### src/lacc_pkg.sv
// constants for the per-line address and byte-count control block
// assumes a 100 MHz pclk and a 32-bit apb register port
package lacc_pkg;
  // apb byte offsets
  localparam logic [11:0] OFF_SCR    = 12'h000;
  localparam logic [11:0] OFF_CAR    = 12'h004;
  localparam logic [11:0] OFF_BC     = 12'h008;
  localparam logic [11:0] OFF_STATUS = 12'h00c;

  // system control register fields and reset value
  localparam int          SCR_LINE_LSB = 0;   // line select, 4 bits
  localparam int          SCR_EXT_LSB  = 4;   // address bits 17:16
  localparam int          SCR_AE_BIT   = 6;   // auto-echo enable
  localparam logic [6:0]  SCR_RESET    = 7'h00;

  // status register fields
  localparam int          ST_ADDR_FLAG  = 0;
  localparam int          ST_COUNT_FLAG = 1;
  localparam int          ST_LOAD_BUSY  = 2;
  localparam int          ST_INC_BUSY   = 3;
  localparam int          ST_OVERFLOW   = 4;
  localparam int          ST_UPPER_LSB  = 6;  // stored address bits 17:16

  // widths
  localparam int          ADDR_W  = 18;
  localparam int          COUNT_W = 16;
  localparam int          LINES   = 16;

  // timing: figures in ns, counts in pclk cycles
  localparam int          CLK_PERIOD_NS    = 10;
  localparam int          LOAD_DELAY_NS    = 90;
  localparam int          WRITE_WIDTH_NS   = 60;
  localparam int          DONE_PULSE_NS    = 30;
  localparam int          INC_DELAY_NS     = 220;
  localparam logic [4:0]  LOAD_DELAY_CYC   =
    5'((LOAD_DELAY_NS + CLK_PERIOD_NS - 1) / CLK_PERIOD_NS);
  localparam logic [4:0]  WRITE_WIDTH_CYC  =
    5'((WRITE_WIDTH_NS + CLK_PERIOD_NS - 1) / CLK_PERIOD_NS);
  localparam logic [4:0]  DONE_PULSE_CYC   =
    5'((DONE_PULSE_NS + CLK_PERIOD_NS - 1) / CLK_PERIOD_NS);
  localparam logic [4:0]  INC_DELAY_CYC    =
    5'((INC_DELAY_NS + CLK_PERIOD_NS - 1) / CLK_PERIOD_NS);

  // one-shot chain states, gray along idle-delay-write-pulse
  typedef enum logic [1:0] {
    SEQ_IDLE  = 2'b00,
    SEQ_DELAY = 2'b01,
    SEQ_WRITE = 2'b11,
    SEQ_PULSE = 2'b10
  } lacc_seq_t;
endpackage

### src/lacc_top.sv
// per-line current-address and byte-count control for a 16-line transmit dma path
// assumes apb master on pclk; sequencer, scanner and line cards are logic on pclk
// Behaviour
// - address load command parallel-loads address counter
// - load command end sets address write flag
// - address memory write 90 ns later, 60 ns
// - 30 ns pulse after write clears flag
// - address-to-bus drives address, routes memory to counter
// - data strobe copies stored address into counter
// - end of cycle counts address up one
// - write back 220 ns after end, 60 ns
// - 30 ns transfer complete pulse after write back
// - count load command end sets count flag
// - count load command parallel-loads count counter
// - count memory write follows same 90 ns sequence
// - 30 ns pulse after count write clears flag
// - master read drives full 18-bit address
// - even address low byte, odd high byte
// - byte select from address lsb and address-to-bus
// - auto-echo passes received bits, else memory byte
// - two card receive buses merged into one
// - chosen byte goes to selected line's holding register
// - byte count increments with the address
// - programmed load takes bits 17:16 from control
// - count overflow clears selected line's buffer-active bit
//
// Our own choices: the register addresses and the APB interface to the registers.
`timescale 1ns/1ps
module lacc_top (
  input  wire logic        pclk,
  input  wire logic        presetn,
  input  wire logic        psel,
  input  wire logic        penable,
  input  wire logic        pwrite,
  input  wire logic [11:0] paddr,
  input  wire logic [31:0] pwdata,
  output logic      [31:0] prdata,
  output logic             pready,
  output logic             pslverr,
  input  wire logic        address_to_bus,
  input  wire logic        data_strobe,
  input  wire logic        end_cycle,
  input  wire logic [3:0]  xmit_scan,
  input  wire logic [15:0] bus_rd_data,
  input  wire logic [7:0]  card_a_rx_bit,
  input  wire logic [7:0]  card_b_rx_bit,
  output logic      [17:0] bus_addr,
  output logic             bus_addr_oe,
  output logic      [7:0]  tx_data,
  output logic             tx_hold_write,
  output logic      [3:0]  tx_line,
  output logic             transfer_complete_pulse,
  output logic             address_memory_write,
  output logic             count_memory_write,
  output logic      [15:0] buffer_active_clear
);
  // per-line memories
  logic [17:0]               line_current_address [0:15];
  logic [15:0]               line_byte_count      [0:15];

  logic [6:0]                system_control_register;
  logic [17:0]               addr_counter;
  logic [15:0]               count_counter;
  logic                      address_load_cmd;
  logic                      count_load_cmd;
  logic                      addr_cmd_prev;
  logic                      count_cmd_prev;
  logic                      address_write_flag;
  logic                      count_write_flag;
  logic                      overflow_seen;
  lacc_pkg::lacc_seq_t       load_state;
  lacc_pkg::lacc_seq_t       inc_state;
  logic [4:0]                load_timer;
  logic [4:0]                inc_timer;
  logic                      end_cycle_prev;
  logic                      strobe_prev;
  logic                      count_inc_pending;

  logic                      apb_access;
  logic                      apb_done;
  logic                      hit_car;
  logic                      hit_bc;
  logic                      hit_scr;
  logic                      hit_status;
  logic                      mapped;
  logic                      load_blocked;
  logic [3:0]                mem_line;
  logic [3:0]                scr_line;
  logic                      load_trailing;
  logic                      end_rise;
  logic                      byte_high;
  logic [7:0]                memory_byte;
  logic [7:0]                rx_merged;
  logic [7:0]                selected_byte;
  logic [15:0]               next_count;
  logic [31:0]               next_rdata;
  logic [15:0]               pwdata_hold;

  assign scr_line   = system_control_register[lacc_pkg::SCR_LINE_LSB +: 4];
  assign hit_scr    = (paddr == lacc_pkg::OFF_SCR);
  assign hit_car    = (paddr == lacc_pkg::OFF_CAR);
  assign hit_bc     = (paddr == lacc_pkg::OFF_BC);
  assign hit_status = (paddr == lacc_pkg::OFF_STATUS);
  assign mapped     = hit_scr | hit_car | hit_bc | hit_status;
  // a load write waits while any sequence still owns the memories
  assign load_blocked = pwrite & (hit_car | hit_bc)
                        & ((load_state != lacc_pkg::SEQ_IDLE)
                           | (inc_state != lacc_pkg::SEQ_IDLE)
                           | address_load_cmd | count_load_cmd);
  assign apb_access = psel & penable & ~pready;
  assign apb_done   = psel & penable & pready;

  assign mem_line = (address_write_flag | count_write_flag) ? scr_line : xmit_scan;

  assign load_trailing = (addr_cmd_prev & ~address_load_cmd)
                         | (count_cmd_prev & ~count_load_cmd);
  assign end_rise      = end_cycle & ~end_cycle_prev;

  assign byte_high = line_current_address[xmit_scan][0] & address_to_bus;
  assign memory_byte = byte_high ? bus_rd_data[15:8] : bus_rd_data[7:0];
  assign rx_merged = card_a_rx_bit | card_b_rx_bit;
  assign selected_byte = system_control_register[lacc_pkg::SCR_AE_BIT]
                         ? rx_merged : memory_byte;

  // apb handshake: one wait state, longer while a load is refused
  always_ff @(posedge pclk or negedge presetn) begin
    if (!presetn) begin
      pready  <= 1'b0;
      pslverr <= 1'b0;
    end else if (apb_access && !load_blocked) begin
      pready  <= 1'b1;
      pslverr <= ~mapped;
    end else begin
      pready  <= 1'b0;
      pslverr <= 1'b0;
    end
  end

  // read data assembled from live state
  always_comb begin
    next_rdata = 32'h0000_0000;
    if (hit_scr) begin
      next_rdata[6:0] = system_control_register;
    end else if (hit_car) begin
      next_rdata[15:0] = line_current_address[scr_line][15:0];
    end else if (hit_bc) begin
      next_rdata[15:0] = line_byte_count[scr_line];
    end else if (hit_status) begin
      next_rdata[lacc_pkg::ST_ADDR_FLAG]  = address_write_flag;
      next_rdata[lacc_pkg::ST_COUNT_FLAG] = count_write_flag;
      next_rdata[lacc_pkg::ST_LOAD_BUSY]  = (load_state != lacc_pkg::SEQ_IDLE);
      next_rdata[lacc_pkg::ST_INC_BUSY]   = (inc_state != lacc_pkg::SEQ_IDLE);
      next_rdata[lacc_pkg::ST_OVERFLOW]   = overflow_seen;
      next_rdata[lacc_pkg::ST_UPPER_LSB +: 2] = line_current_address[scr_line][17:16];
    end
  end

  // read data registered together with pready
  always_ff @(posedge pclk or negedge presetn) begin
    if (!presetn) begin
      prdata <= 32'h0000_0000;
    end else if (apb_access && !load_blocked && !pwrite) begin
      prdata <= next_rdata;
    end else begin
      prdata <= 32'h0000_0000;
    end
  end

  // control register write
  always_ff @(posedge pclk or negedge presetn) begin
    if (!presetn) begin
      system_control_register <= lacc_pkg::SCR_RESET;
    end else if (apb_done && pwrite && hit_scr) begin
      system_control_register <= pwdata[6:0];
    end
  end

  // load commands last one cycle, issued on the completing write edge
  always_ff @(posedge pclk or negedge presetn) begin
    if (!presetn) begin
      address_load_cmd <= 1'b0;
      count_load_cmd   <= 1'b0;
      addr_cmd_prev    <= 1'b0;
      count_cmd_prev   <= 1'b0;
    end else begin
      address_load_cmd <= apb_done & pwrite & hit_car;
      count_load_cmd   <= apb_done & pwrite & hit_bc;
      addr_cmd_prev    <= address_load_cmd;
      count_cmd_prev   <= count_load_cmd;
    end
  end

  // write flags: set on trailing edge, cleared by the end pulse
  always_ff @(posedge pclk or negedge presetn) begin
    if (!presetn) begin
      address_write_flag <= 1'b0;
      count_write_flag   <= 1'b0;
    end else begin
      if (addr_cmd_prev && !address_load_cmd) begin
        address_write_flag <= 1'b1;
      end else if (load_state == lacc_pkg::SEQ_PULSE && load_timer == 5'd1) begin
        address_write_flag <= 1'b0;
      end
      if (count_cmd_prev && !count_load_cmd) begin
        count_write_flag <= 1'b1;
      end else if (load_state == lacc_pkg::SEQ_PULSE && load_timer == 5'd1) begin
        count_write_flag <= 1'b0;
      end
    end
  end

  // load one-shot chain shared by address and count
  // counts rounded up in package
  always_ff @(posedge pclk or negedge presetn) begin
    if (!presetn) begin
      load_state <= lacc_pkg::SEQ_IDLE;
      load_timer <= 5'd0;
    end else begin
      case (load_state)
        lacc_pkg::SEQ_IDLE: begin
          if (load_trailing) begin
            load_state <= lacc_pkg::SEQ_DELAY;
            load_timer <= lacc_pkg::LOAD_DELAY_CYC;
          end
        end
        lacc_pkg::SEQ_DELAY: begin
          if (load_timer == 5'd1) begin
            load_state <= lacc_pkg::SEQ_WRITE;
            load_timer <= lacc_pkg::WRITE_WIDTH_CYC;
          end else begin
            load_timer <= load_timer - 5'd1;
          end
        end
        lacc_pkg::SEQ_WRITE: begin
          if (load_timer == 5'd1) begin
            load_state <= lacc_pkg::SEQ_PULSE;
            load_timer <= lacc_pkg::DONE_PULSE_CYC;
          end else begin
            load_timer <= load_timer - 5'd1;
          end
        end
        lacc_pkg::SEQ_PULSE: begin
          if (load_timer == 5'd1) begin
            load_state <= lacc_pkg::SEQ_IDLE;
            load_timer <= 5'd0;
          end else begin
            load_timer <= load_timer - 5'd1;
          end
        end
        default: begin
          load_state <= lacc_pkg::SEQ_IDLE;
          load_timer <= 5'd0;
        end
      endcase
    end
  end

  // increment one-shot chain, started by end of cycle
  always_ff @(posedge pclk or negedge presetn) begin
    if (!presetn) begin
      inc_state <= lacc_pkg::SEQ_IDLE;
      inc_timer <= 5'd0;
    end else begin
      case (inc_state)
        lacc_pkg::SEQ_IDLE: begin
          if (end_rise) begin
            inc_state <= lacc_pkg::SEQ_DELAY;
            inc_timer <= lacc_pkg::INC_DELAY_CYC;
          end
        end
        lacc_pkg::SEQ_DELAY: begin
          if (inc_timer == 5'd1) begin
            inc_state <= lacc_pkg::SEQ_WRITE;
            inc_timer <= lacc_pkg::WRITE_WIDTH_CYC;
          end else begin
            inc_timer <= inc_timer - 5'd1;
          end
        end
        lacc_pkg::SEQ_WRITE: begin
          if (inc_timer == 5'd1) begin
            inc_state <= lacc_pkg::SEQ_PULSE;
            inc_timer <= lacc_pkg::DONE_PULSE_CYC;
          end else begin
            inc_timer <= inc_timer - 5'd1;
          end
        end
        lacc_pkg::SEQ_PULSE: begin
          if (inc_timer == 5'd1) begin
            inc_state <= lacc_pkg::SEQ_IDLE;
            inc_timer <= 5'd0;
          end else begin
            inc_timer <= inc_timer - 5'd1;
          end
        end
        default: begin
          inc_state <= lacc_pkg::SEQ_IDLE;
          inc_timer <= 5'd0;
        end
      endcase
    end
  end

  // edge memory for the sequencer strobes
  always_ff @(posedge pclk or negedge presetn) begin
    if (!presetn) begin
      end_cycle_prev <= 1'b0;
      strobe_prev    <= 1'b0;
    end else begin
      end_cycle_prev <= end_cycle;
      strobe_prev    <= data_strobe;
    end
  end

  // address counter: programmed load, copy from memory, count up
  always_ff @(posedge pclk or negedge presetn) begin
    if (!presetn) begin
      addr_counter <= 18'h0_0000;
    end else if (address_load_cmd) begin
      addr_counter <= {system_control_register[lacc_pkg::SCR_EXT_LSB +: 2],
                       pwdata_hold};
    end else if (address_to_bus && data_strobe) begin
      addr_counter <= line_current_address[xmit_scan];
    end else if (end_rise) begin
      addr_counter <= addr_counter + 18'h0_0001;
    end
  end

  // bus data captured on the write edge, the same edge that registers the command
  always_ff @(posedge pclk or negedge presetn) begin
    if (!presetn) begin
      pwdata_hold <= 16'h0000;
    end else if (apb_done && pwrite && (hit_car || hit_bc)) begin
      pwdata_hold <= pwdata[15:0];
    end
  end

  // byte count counter follows the address counter
  assign next_count = count_counter + 16'h0001;
  always_ff @(posedge pclk or negedge presetn) begin
    if (!presetn) begin
      count_counter     <= 16'h0000;
      count_inc_pending <= 1'b0;
    end else if (count_load_cmd) begin
      count_counter     <= pwdata_hold;
      count_inc_pending <= 1'b0;
    end else if (address_to_bus && data_strobe) begin
      count_counter     <= line_byte_count[xmit_scan];
      count_inc_pending <= 1'b0;
    end else if (end_rise) begin
      count_counter     <= next_count;
      count_inc_pending <= 1'b1;
    end else if (inc_state == lacc_pkg::SEQ_IDLE) begin
      count_inc_pending <= 1'b0;
    end
  end

  // per-line memory writes from either chain
  always_ff @(posedge pclk) begin
    if (load_state == lacc_pkg::SEQ_WRITE && address_write_flag) begin
      line_current_address[mem_line] <= addr_counter;
    end else if (inc_state == lacc_pkg::SEQ_WRITE) begin
      line_current_address[mem_line] <= addr_counter;
    end
    if (load_state == lacc_pkg::SEQ_WRITE && count_write_flag) begin
      line_byte_count[mem_line] <= count_counter;
    end else if (inc_state == lacc_pkg::SEQ_WRITE) begin
      line_byte_count[mem_line] <= count_counter;
    end
  end

  // visible strobes and completion pulse
  always_ff @(posedge pclk or negedge presetn) begin
    if (!presetn) begin
      address_memory_write    <= 1'b0;
      count_memory_write      <= 1'b0;
      transfer_complete_pulse <= 1'b0;
    end else begin
      address_memory_write <= (lacc_pkg::SEQ_WRITE == load_state && address_write_flag)
                              | (inc_state == lacc_pkg::SEQ_WRITE);
      count_memory_write   <= (lacc_pkg::SEQ_WRITE == load_state && count_write_flag)
                              | (inc_state == lacc_pkg::SEQ_WRITE);
      transfer_complete_pulse <= (inc_state == lacc_pkg::SEQ_PULSE);
    end
  end

  // overflow after an increment clears that line's buffer-active bit
  always_ff @(posedge pclk or negedge presetn) begin
    if (!presetn) begin
      buffer_active_clear <= 16'h0000;
      overflow_seen       <= 1'b0;
    end else begin
      buffer_active_clear <= 16'h0000;
      // wrap to zero clears one bit
      if (count_inc_pending && inc_state == lacc_pkg::SEQ_WRITE
          && inc_timer == lacc_pkg::WRITE_WIDTH_CYC && count_counter == 16'h0000) begin
        buffer_active_clear[mem_line] <= 1'b1;
        overflow_seen                 <= 1'b1;
      end else if (apb_done && !pwrite && hit_status) begin
        overflow_seen <= 1'b0;   // read clears; a new overflow above wins
      end
    end
  end

  // master address drive and transmit byte delivery
  always_ff @(posedge pclk or negedge presetn) begin
    if (!presetn) begin
      bus_addr      <= 18'h0_0000;
      bus_addr_oe   <= 1'b0;
      tx_data       <= 8'h00;
      tx_hold_write <= 1'b0;
      tx_line       <= 4'h0;
    end else begin
      bus_addr      <= address_to_bus ? line_current_address[xmit_scan] : 18'h0_0000;
      bus_addr_oe   <= address_to_bus;
      tx_hold_write <= 1'b0;
      if (data_strobe && !strobe_prev) begin
        tx_data       <= selected_byte;
        tx_hold_write <= 1'b1;
        tx_line       <= xmit_scan;
      end
    end
  end
endmodule

### config.mk
export PLATFORM = sky130hd
export DESIGN_NAME = lacc_top
export DESIGN_NICKNAME = d
export VERILOG_FILES = /design/src/lacc_pkg.sv /design/src/lacc_top.sv
export SDC_FILE = /design/constraint.sdc
export NUM_CORES = 1
export LEC_CHECK = 0
export ABC_AREA = 0
export BUFFER_PORTS_ARGS = -buffer_cell sky130_fd_sc_hd__clkbuf_2
export CORE_AREA = 5 5 248 250
export CTS_CLUSTER_DIAMETER = 100
export CTS_CLUSTER_SIZE = 12
export DETAILED_ROUTE_END_ITERATION = 10
export DIE_AREA = 0 0 253 255
export GPL_TIMING_DRIVEN = 0
export PLACE_DENSITY = 0.72
export SLEW_MARGIN = 20
export SYNTH_ARGS = -nofsm -noshare
export SYNTH_HDL_FRONTEND = slang
export SYNTH_SLANG_ARGS = --single-unit
### constraint.sdc
create_clock -name pclk -period 4.1 [get_ports pclk]
set_input_delay 0 -clock pclk [delete_from_list [all_inputs] [get_ports pclk]]
set_output_delay 0 -clock pclk [all_outputs]
set_load 0.1 [all_outputs]
# Yosys cells after proc, flatten, opt, wreduce, memory -nomap -nowiden
# Memory sizes are Yosys's and may differ from the RTL's.
# Cells that the tools add are included.
[word_totals] register_bits=166 latch_bits=0 ramBits=544 rom_bits=0 wordCells=196 mem_count=2
[classes] addsub=4 mul=0 div_mod_pow=0 magnitude_cmp=2 eq_ne=21 n_shift=0 muxes=66 n_bitwise=31 reduce_logical=40
[mem_list] name="line_current_address" words=16 word_bits=18 read_ports=2 rd_ports_with_merged_regs=0 write_ports=1 line="lacc_top.sv:58" rtl="logic [17:0] line_current_address [0:15];"
[mem_list] name="line_byte_count" words=16 word_bits=16 read_ports=2 rd_ports_with_merged_regs=0 write_ports=1 line="lacc_top.sv:59" rtl="logic [15:0] line_byte_count [0:15];"
[op_table] operator="$mux 16" count=7
[op_table] operator="$mux 18" count=5
[op_table] operator="$mux 5" count=10
[op_table] operator="$pmux 5 s4" count=2
[op_table] operator="$eq 12x4->1 const B" count=2
[op_table] operator="$mux 8" count=3
[op_table] operator="$mux 1" count=23
[op_table] operator="$logic_and 1x1->1" count=20
[op_table] operator="$mux 2" count=10
[op_table] operator="$add 18x1->18 const B" count=1
[op_table] operator="$add 16x1->16 const B" count=1
[op_table] operator="$logic_not 16->1" count=1
[op_table] operator="$pmux 2 s4" count=2
[op_table] operator="$ne 2x2->1 const B" count=7
[op_table] operator="$or 1x1->1" count=13
[op_table] operator="$and 1x1->1" count=12
[op_table] operator="$eq 12x3->1 const B" count=1
[op_table] operator="$logic_not 12->1" count=1
[op_table] operator="$eq 5x1->1 const B" count=2
[op_table] operator="$reduce_bool 2->1" count=5
[op_table] operator="$sub 5x1->5 const B" count=2
[op_table] operator="$mux 9" count=1
[op_table] operator="$eq 2x2->1 const B" count=4
[op_table] operator="$or 8x8->8" count=1
[op_table] operator="other kinds (16)" count=28

# Longest topological paths before layout
# Gate-level depths: netlist of the first run.
[logic_depth] depth_word=9 ltp_mapped=9

# Worst setup path after synthesis of the first run
# No wires, ideal clock.
[synth_timing] path_type="register to register" startpoint="reg system_control_register[1]" endpoint="mem line_current_address[11][0], enable pin" setup_ns=0.393 arrival_ns=2.463 required_ns=3.707 path_slack_ns=1.244 path_stages_with_launch=9 n_path_buf=3 path_cell_list="dfrtp_1 > buf_2 > clkbuf_1 > clkbuf_1 > nand2_1 > nor2_1 > a31o_2 > nand2_1 > nor2_1"
[synth_via] elab_chain_cells=1
[synth_lines] element="start: declaration" line="lacc_top.sv:61" rtl="logic [6:0] system_control_register;"
[synth_lines] element="start signal: assignment" line="lacc_top.sv:172" rtl="system_control_register <= lacc_pkg::SCR_RESET;"
[synth_lines] element="start signal: assignment" line="lacc_top.sv:174" rtl="system_control_register <= pwdata[6:0];"
[synth_lines] element="$mux 4" line="lacc_top.sv:113" rtl="assign mem_line = (address_write_flag | count_write_flag) ? scr_line : xmit_scan;"
[synth_lines] element="end: declaration" line="lacc_top.sv:58"
# Every way passes these cells.

# Final worst setup path of the first run
[layout_timing] startpoint="reg system_control_register[1]" endpoint="mem line_current_address[7][4], enable pin"
# Same word-level chain as after synthesis.

==> results.md, run 1 <==
* Rel. slew slack at 19.4%
* Min Tclk post-route at 3910 ps
* DR WL met3 at 16300 µm
* Root Buffer: clkbuf_16
* All-Layer GR Usage at 33.7%
* ANT cells at 0
* Layout overhead on the synthesized area at 16.7%
* Number of clock sinks at 694
* Clock Pin Slew Worst Setup and Hold Paths at 60 ps
* Final GP Congestion at 0.976
* Detail Placement HPWL at 76500 µm
* DRT iter0 DRCs at 3837
* Most frequent cells in the layout: edfxtp_1, mux4_2, dfrtp_1
* Largest net degree at the start of global routing at 77
* CP arrival at 4220 ps
* Drt wl/cell at 36.4 µm
* Row cnt at 89
* Status: finished clean
* CP Capture Type: flip-flop
* Post-CTS Setup Repair Bufs at 0
* Register area at 20100 µm²
* First-pass GRT wire length at 153000 µm
* Fin nets at 2263
* DRC at 0
* Power per cell area at 457 nW/µm²
* Max-cap viol count at 0
* Vias per inst at 7.16
* H-tree levels at 3
* Port Buffers at 138
* Period utilization at 95.5%
* DRT Pass-1 Iters at 6
* Hold/Removal Path Class: in -> async
* Post-route ant nets at 0
* CP Max Fanout at 11
* FMAX at 255 MHz
* Sequential-to-total area share from yosys stat at 62.6%
* Adder-Cell Fraction of Synth Area at 0.312%
* FF+latch count, synth at 694
* Number of CTS-inserted buffers at 67
* Post-synth EDFFs at 544
* Die Ht at 255 µm
* Hold Vio Cnt, Final at 0
* Inst Count DP at 2818
* Placed Instance Area at 35000 µm²
* Max VDD drop at 0.349 mV
* Die ar. at 64500 µm²
* LEAKAGE at 12.7 nW
* Via count at 21.4k
* Post-synthesis cell count at 1859
* WL final at 109000 µm
* CTS tree: done
* Critical path class: reg -> reg
* Initial antenna violation count at 3
* Commonest non-fill, non-tap cell in the layout: edfxtp_1
* Least-Margin Pin Slew at 1210 ps
* Die width at 253 µm
* Post-Synth XOR/XNOR Area at 0.682%
* RSZ-0062 raised after global routing: no
* Data required time at the worst endpoint at 4410 ps
* Grt ovf at 0
* Clk_lat worst skew at 620 ps
* Layout fillers at 3982
* Clock Tree Buf Depth at 3
* Share of layout cells above drive strength 1 at 32.1%
* Syn Area/Cell at 17.3 µm²
* Complex-gate fraction of the synthesized area at 3.92%
* YS warnings at 0
* Smallest hold slack at 1.44 ps
* I/O Pins at 173
* Fin area at 37500 µm²
* Ys async rst share at 21.6%
* Clock Skew at 26.3 ps
* Met1 wire length at 38000 µm
* WL met2 at 48100 µm
* Distinct cell type count after synthesis at 67
* Top Layer Used: met5
* Synthesized area at 32100 µm²
* Largest family of logic cells by synthesized area: multiplexers
* Top FF cell, synth: edfxtp_1
* Simple-gate share of the synthesized area at 5.57%
* Vias in the first global route at 21.2k
* Critical path launch point type: flip-flop
* Post-synthesis mux area share at 24.3%
* Max-slew violation count at 0
* Final setup viols at 0
* Area of the multi-input gates at 11500 µm²
* Setup TNS at 0 ps
* Initial core utilization at 54.6%
* Finished Layout Cells at 2991
* Core area at 58800 µm²
what timing repair did:
action                                  4_1_cts  5_1_grt
gates resized for setup                       1        0
hold buffers                                 52        0
hold endpoints to repair                    198        0
endpoints found under the setup margin       21        0
final cells by class:
| class | instances | share of cell area [%] |
|---|---|---|
| multi-input combinational | 1003 | 30.7 |
| inverter | 32 | 0.320 |
| buffer | 145 | 1.93 |
| timing repair buffer | 224 | 5.65 |
| tap | 773 | 2.58 |
| clock inverter | 1 | 0.0234 |
| clock buffer | 119 | 5.25 |
| sequential | 694 | 53.6 |
per-layer routing:
| metal | GRT usage (%) | up-vias |
|---|---|---|
| met5 | 0 | - |
| met4 | 16.2 | 2 |
| met3 | 9.44 | 339 |
| met2 | 50.4 | 2000 |
| met1 | 46.7 | 10900 |
| li1 | - | 8167 |
synth_stat cells, drive strengths merged (6+ instances only):
master,number,area (µm²)
a21o,6,45.0
a21oi,54,270
a221oi,25,219
a22oi,12,90.1
a31oi,7,43.8
and2,20,128
and3,8,50.1
buf,89,512
clkbuf,56,210
dfrtp,150,3750
edfxtp,544,16300
ha,8,100
inv,32,120
mux2,33,372
mux2i,52,521
mux4,307,6920
nand2,95,357
nand2b,9,56.3
nand3,30,150
nand4,11,68.8
nor2,111,417
nor2b,15,93.8
nor3,40,205
nor4,11,68.8
o211ai,6,45.0
o21ai,32,160
xnor2,11,96.3
xor2,14,123
critical path, cell delays in order, from the launching register on:
cell and delay, ps:
dfrtp_1 320, buf_2 360, clkbuf_1 830, clkbuf_2 610
nand2_1 100, nor2_1 140, a31o_2 200, nand2_1 200
nor2_4 550, buf_16 240
stage by stage:
step | power (W) | util (%) | worst slack [ps]
after CTS | 0.0170 | 63.7 | 345
after global routing | 0.0176 | 63.8 | 219
after detailed placement | 0.0112 | 59.5 | -22.4
after floorplan | 0.0102 | - | 1240
after global placement | 0.0109 | 57.5 | -1310
final | 0.0171 | 63.8 | 185
path summary, 6_finish.rpt:
kind / cells after the start / end / startpoint / slack, ps
setup / recovery: 9 / line_current_address[7][4] / system_control_register[1] / 190
hold / removal: 2 / load_timer[4] / presetn / 1
setup reg to reg: 9 / line_current_address[7][4] / system_control_register[1] / 190
hold reg to reg: 0 / count_cmd_prev / count_load_cmd / 390
max in group asynchronous: 3 / bus_addr[4] / presetn / 3210
min in group pclk: 5 / pready / paddr[5] / 110
state kept, by name, summed over array words and instances, names as in the netlist, 7 cells and up:
register	count
addr_counter	18
buffer_active_clear	16
bus_addr	18
count_counter	16
line_byte_count	256
line_current_address	288
prdata	16
pwdata_hold	16
system_control_register	7
tx_data	8
report_power, final:
group          switching, W  internal (W)  total [W]  leakage, nW
clock               0.00263       0.00324    0.00587        0.942
combinational       0.00160      0.000819    0.00242         4.99
sequential         0.000569       0.00826    0.00883         6.79
total               0.00480        0.0123     0.0171         12.7
cell families (layout without fill, tap and decap cells):
family | after synthesis | in the layout
flops | 694 | 694
simple gates | 374 | 374
other cells | 1 | 16
buf+inv | 177 | 521
mux | 392 | 392
compound gates | 188 | 188
xor+xnor | 25 | 25
fa+ha+maj | 8 | 8
Power figures use the tool's default switching activity.
==> run 2, diff against run 1 <==
- CORE_AREA: 5 5 248 250 -> 5 5 211 294
- DIE_AREA: 0 0 253 255 -> 0 0 216 299
==> results.md, run 2 (synthesized netlist as in run 1, its figures left out) <==
* Status: finished clean
* Max reg flops at 288 (unchanged)
* Grt ovf at 0 (unchanged)
* Smallest hold slack at 36.5 ps (+35.1 ps)
* Most used routing layer: met2
* Number of CTS-inserted buffers at 67 (unchanged)
* Critical path class: reg -> reg
* Most used cell, CP: nand2_1
* Fin nets at 2264 (+0.044%)
* Critical path cell sequence: buf_2, clkbuf_1, clkbuf_2, nand2_1, nor2_1, a31o_2, nand2_1, nor2_4, buf_8
* Finished Layout Cells at 2976 (-0.50%)
* FMAX at 259 MHz (+1.5%)
* Met1 GRT Util at 40.8% (-5.9 points)
* Switching pwr at 0.00479 W (-0.16%)
* Row cnt at 106 (+19%)
* Drt wl/cell at 36.9 µm (+1.5%)
* Internal power consumption at 0.0122 W (-0.56%)
* Least-Margin Pin Slew at 1240 ps (+35.4 ps)
* Total power at 0.0170 W (-0.45%)
* Die Ht at 299 µm (+17%)
* Vias in the first global route at 21.6k (+2.3%)
* Post-route ant nets at 0 (unchanged)
* Met2 usage at 55.7% (+5.3 points)
* Core area at 59300 µm² (+0.83%)
* Port Buffers at 138 (unchanged)
* I/O Pins at 173 (unchanged)
* Critical path launch point type: flip-flop
* Initial core utilization at 54.2% (-0.45 points)
* Met3 usage at 7.07% (-2.4 points)
* Clk_lat worst skew at 620 ps (about the same)
* Max VDD drop at 0.377 mV (+8.1%)
* Largest net degree at the start of global routing at 83 (+7.8%)
* Most frequent cells in the layout: edfxtp_1, mux4_2, dfrtp_1
* Inst Count DP at 2801 (-0.60%)
* Biggest regs: line_current_address: 288 flops, line_byte_count: 256 flops
* CP Max Fanout at 11 (unchanged)
* Share of layout cells above drive strength 1 at 32.2% (+0.15 points)
* Die width at 216 µm (-15%)
* Clock Tree Buf Depth at 3 (unchanged)
* Max-cap viol count at 0 (unchanged)
* Root Buffer: clkbuf_16
* Number of clock sinks at 694 (unchanged)
* Hold Vio Cnt, Final at 0 (unchanged)
* CTS tree: done
* Layout fillers at 4042 (+1.5%)
* WL final at 110000 µm (+0.97%)
* Seq pwr share at 51.7% (about the same)
* RSZ-0062 raised after global routing: no
* Clock network power share at 34.2% (about the same)
* Power per cell area at 456 nW/µm² (-0.13%)
* Switching share of power at 28.1% (+0.081 points)
* Detail Placement HPWL at 76100 µm (-0.43%)
* H-tree levels at 3 (unchanged)
* Crit-path leading delay family: buffers and inverters
* Min Tclk post-route at 3860 ps (-57.1 ps)
* Hold/Removal Path Class: in -> reg
* Via count at 21.2k (-0.96%)
* Vias per inst at 7.13 (-0.46%)
* Final GP Congestion at 1.01 (+3.1%)
* Setup ws final at 243 ps (+57.1 ps)
* ANT cells at 0 (unchanged)
* DRT Pass-1 Iters at 6 (unchanged)
* Comb pwr share at 14.1% (about the same)
* First-pass GRT wire length at 155000 µm (+1.4%)
* DRT iter0 DRCs at 3177 (-17%)
* Clock Skew at 27.1 ps (+0.803 ps)
* CP peak stage delay at 810 ps (-20 ps)
* Critical path's slowest cell: clkbuf_1
* Final setup viols at 0 (unchanged)
* Largest reg by FF count: line_current_address
* Layout overhead on the synthesized area at 16.4%
* Commonest non-fill, non-tap cell in the layout: edfxtp_1
* Post-CTS Setup Repair Bufs at 0 (unchanged)
* Rel. slew slack at 17.0% (-2.4 points)
* Die ar. at 64600 µm² (+0.11%)
* CP Buf/Inv Count at 4 (unchanged)
* CP arrival at 4170 ps (-50 ps)
* All-Layer GR Usage at 34.0% (+0.27 points)
* LEAKAGE at 12.7 nW (-0.31%)
* Setup WS pre-CTS at 10.6 ps (+33.0 ps)
* Data required time at the worst endpoint at 4410 ps (about the same)
* Clock Pin Slew Worst Setup and Hold Paths at 60 ps (about the same)
* DRC at 0 (unchanged)
* Initial antenna violation count at 1 (-2)
* Period utilization at 94.1% (-1.4 points)
* CP Capture Type: flip-flop
* Max-slew violation count at 0 (unchanged)
## run 2: cell types whose count changed in the layout (fill, tap and decap cells not counted), sizes merged
cell         delta
clkinv          +2
dlygate4sd3     +1
clkbuf          -2
buf             -1
inv             +2
## run 2: per-stage QoR
stage	instance area, µm²	TNS (ps)	util, %
floorplan	32200	0	-
global placement	33800	-554040	57.0
detailed placement	34800	0	58.8
CTS	37400	0	63.0
global route	37400	0	63.0
finish	37400	0	63.0
## run 2: power groups by stage
stage | sequential (W) | clock [W] | combinational, W
CTS | 0.00879 | 0.00583 | 0.00237
floorplan | 0.00903 | 0 | 0.00115
global route | 0.00885 | 0.00613 | 0.00251
global placement | 0.00889 | 0 | 0.00204
finish | 0.00881 | 0.00583 | 0.00240
detailed placement | 0.00893 | 0 | 0.00230
## run 2: path summary, 6_finish.rpt
| kind | start | end | slack, ps | cells past startpoint |
|---|---|---|---|---|
| max | system_control_register[1] | line_current_address[7][16] | 240 | 9 |
| min | paddr[4] | pslverr | 40 | 5 |
| max reg2reg | system_control_register[1] | line_current_address[7][16] | 240 | 9 |
| min reg2reg | count_load_cmd | count_cmd_prev | 400 | 0 |
| max in group asynchronous | presetn | end_cycle_prev | 2910 | 4 |
| min in group asynchronous | presetn | pslverr | 430 | 3 |
## run 2: timing repair
action | in CTS | in global routing
setup endpoints to repair | 0 | 44
endpoints found under the hold margin | 198 | 0
gates resized for setup | 0 | 3
hold buffers | 54 | 0
## run 2: layout make-up
cell class | count | area (µm²) | area share (%)
Multi-Input combinational cell | 1003 | 11500 | 30.8
Tap cell | 756 | 946 | 2.53
Sequential cell | 694 | 20100 | 53.8
Clock inverter | 5 | 58.8 | 0.157
Timing Repair Buffer | 225 | 2020 | 5.41
Inverter | 32 | 120 | 0.321
Buffer | 145 | 727 | 1.95
Clock buffer | 116 | 1910 | 5.12
## run 2: worst min-delay path: cells and delay by family
| kind | cells | cell delay (ps) |
|---|---|---|
| buffers and inverters | 2 | 270 |
| AND/OR/NAND/NOR | 3 | 320 |
## run 2: metal layers
metal  part of all wire (%)  routed length [µm]
met5                      0                   0
met2                     49               53600
met3                     12               12700
met1                     31               34100
met4                    8.6                9450
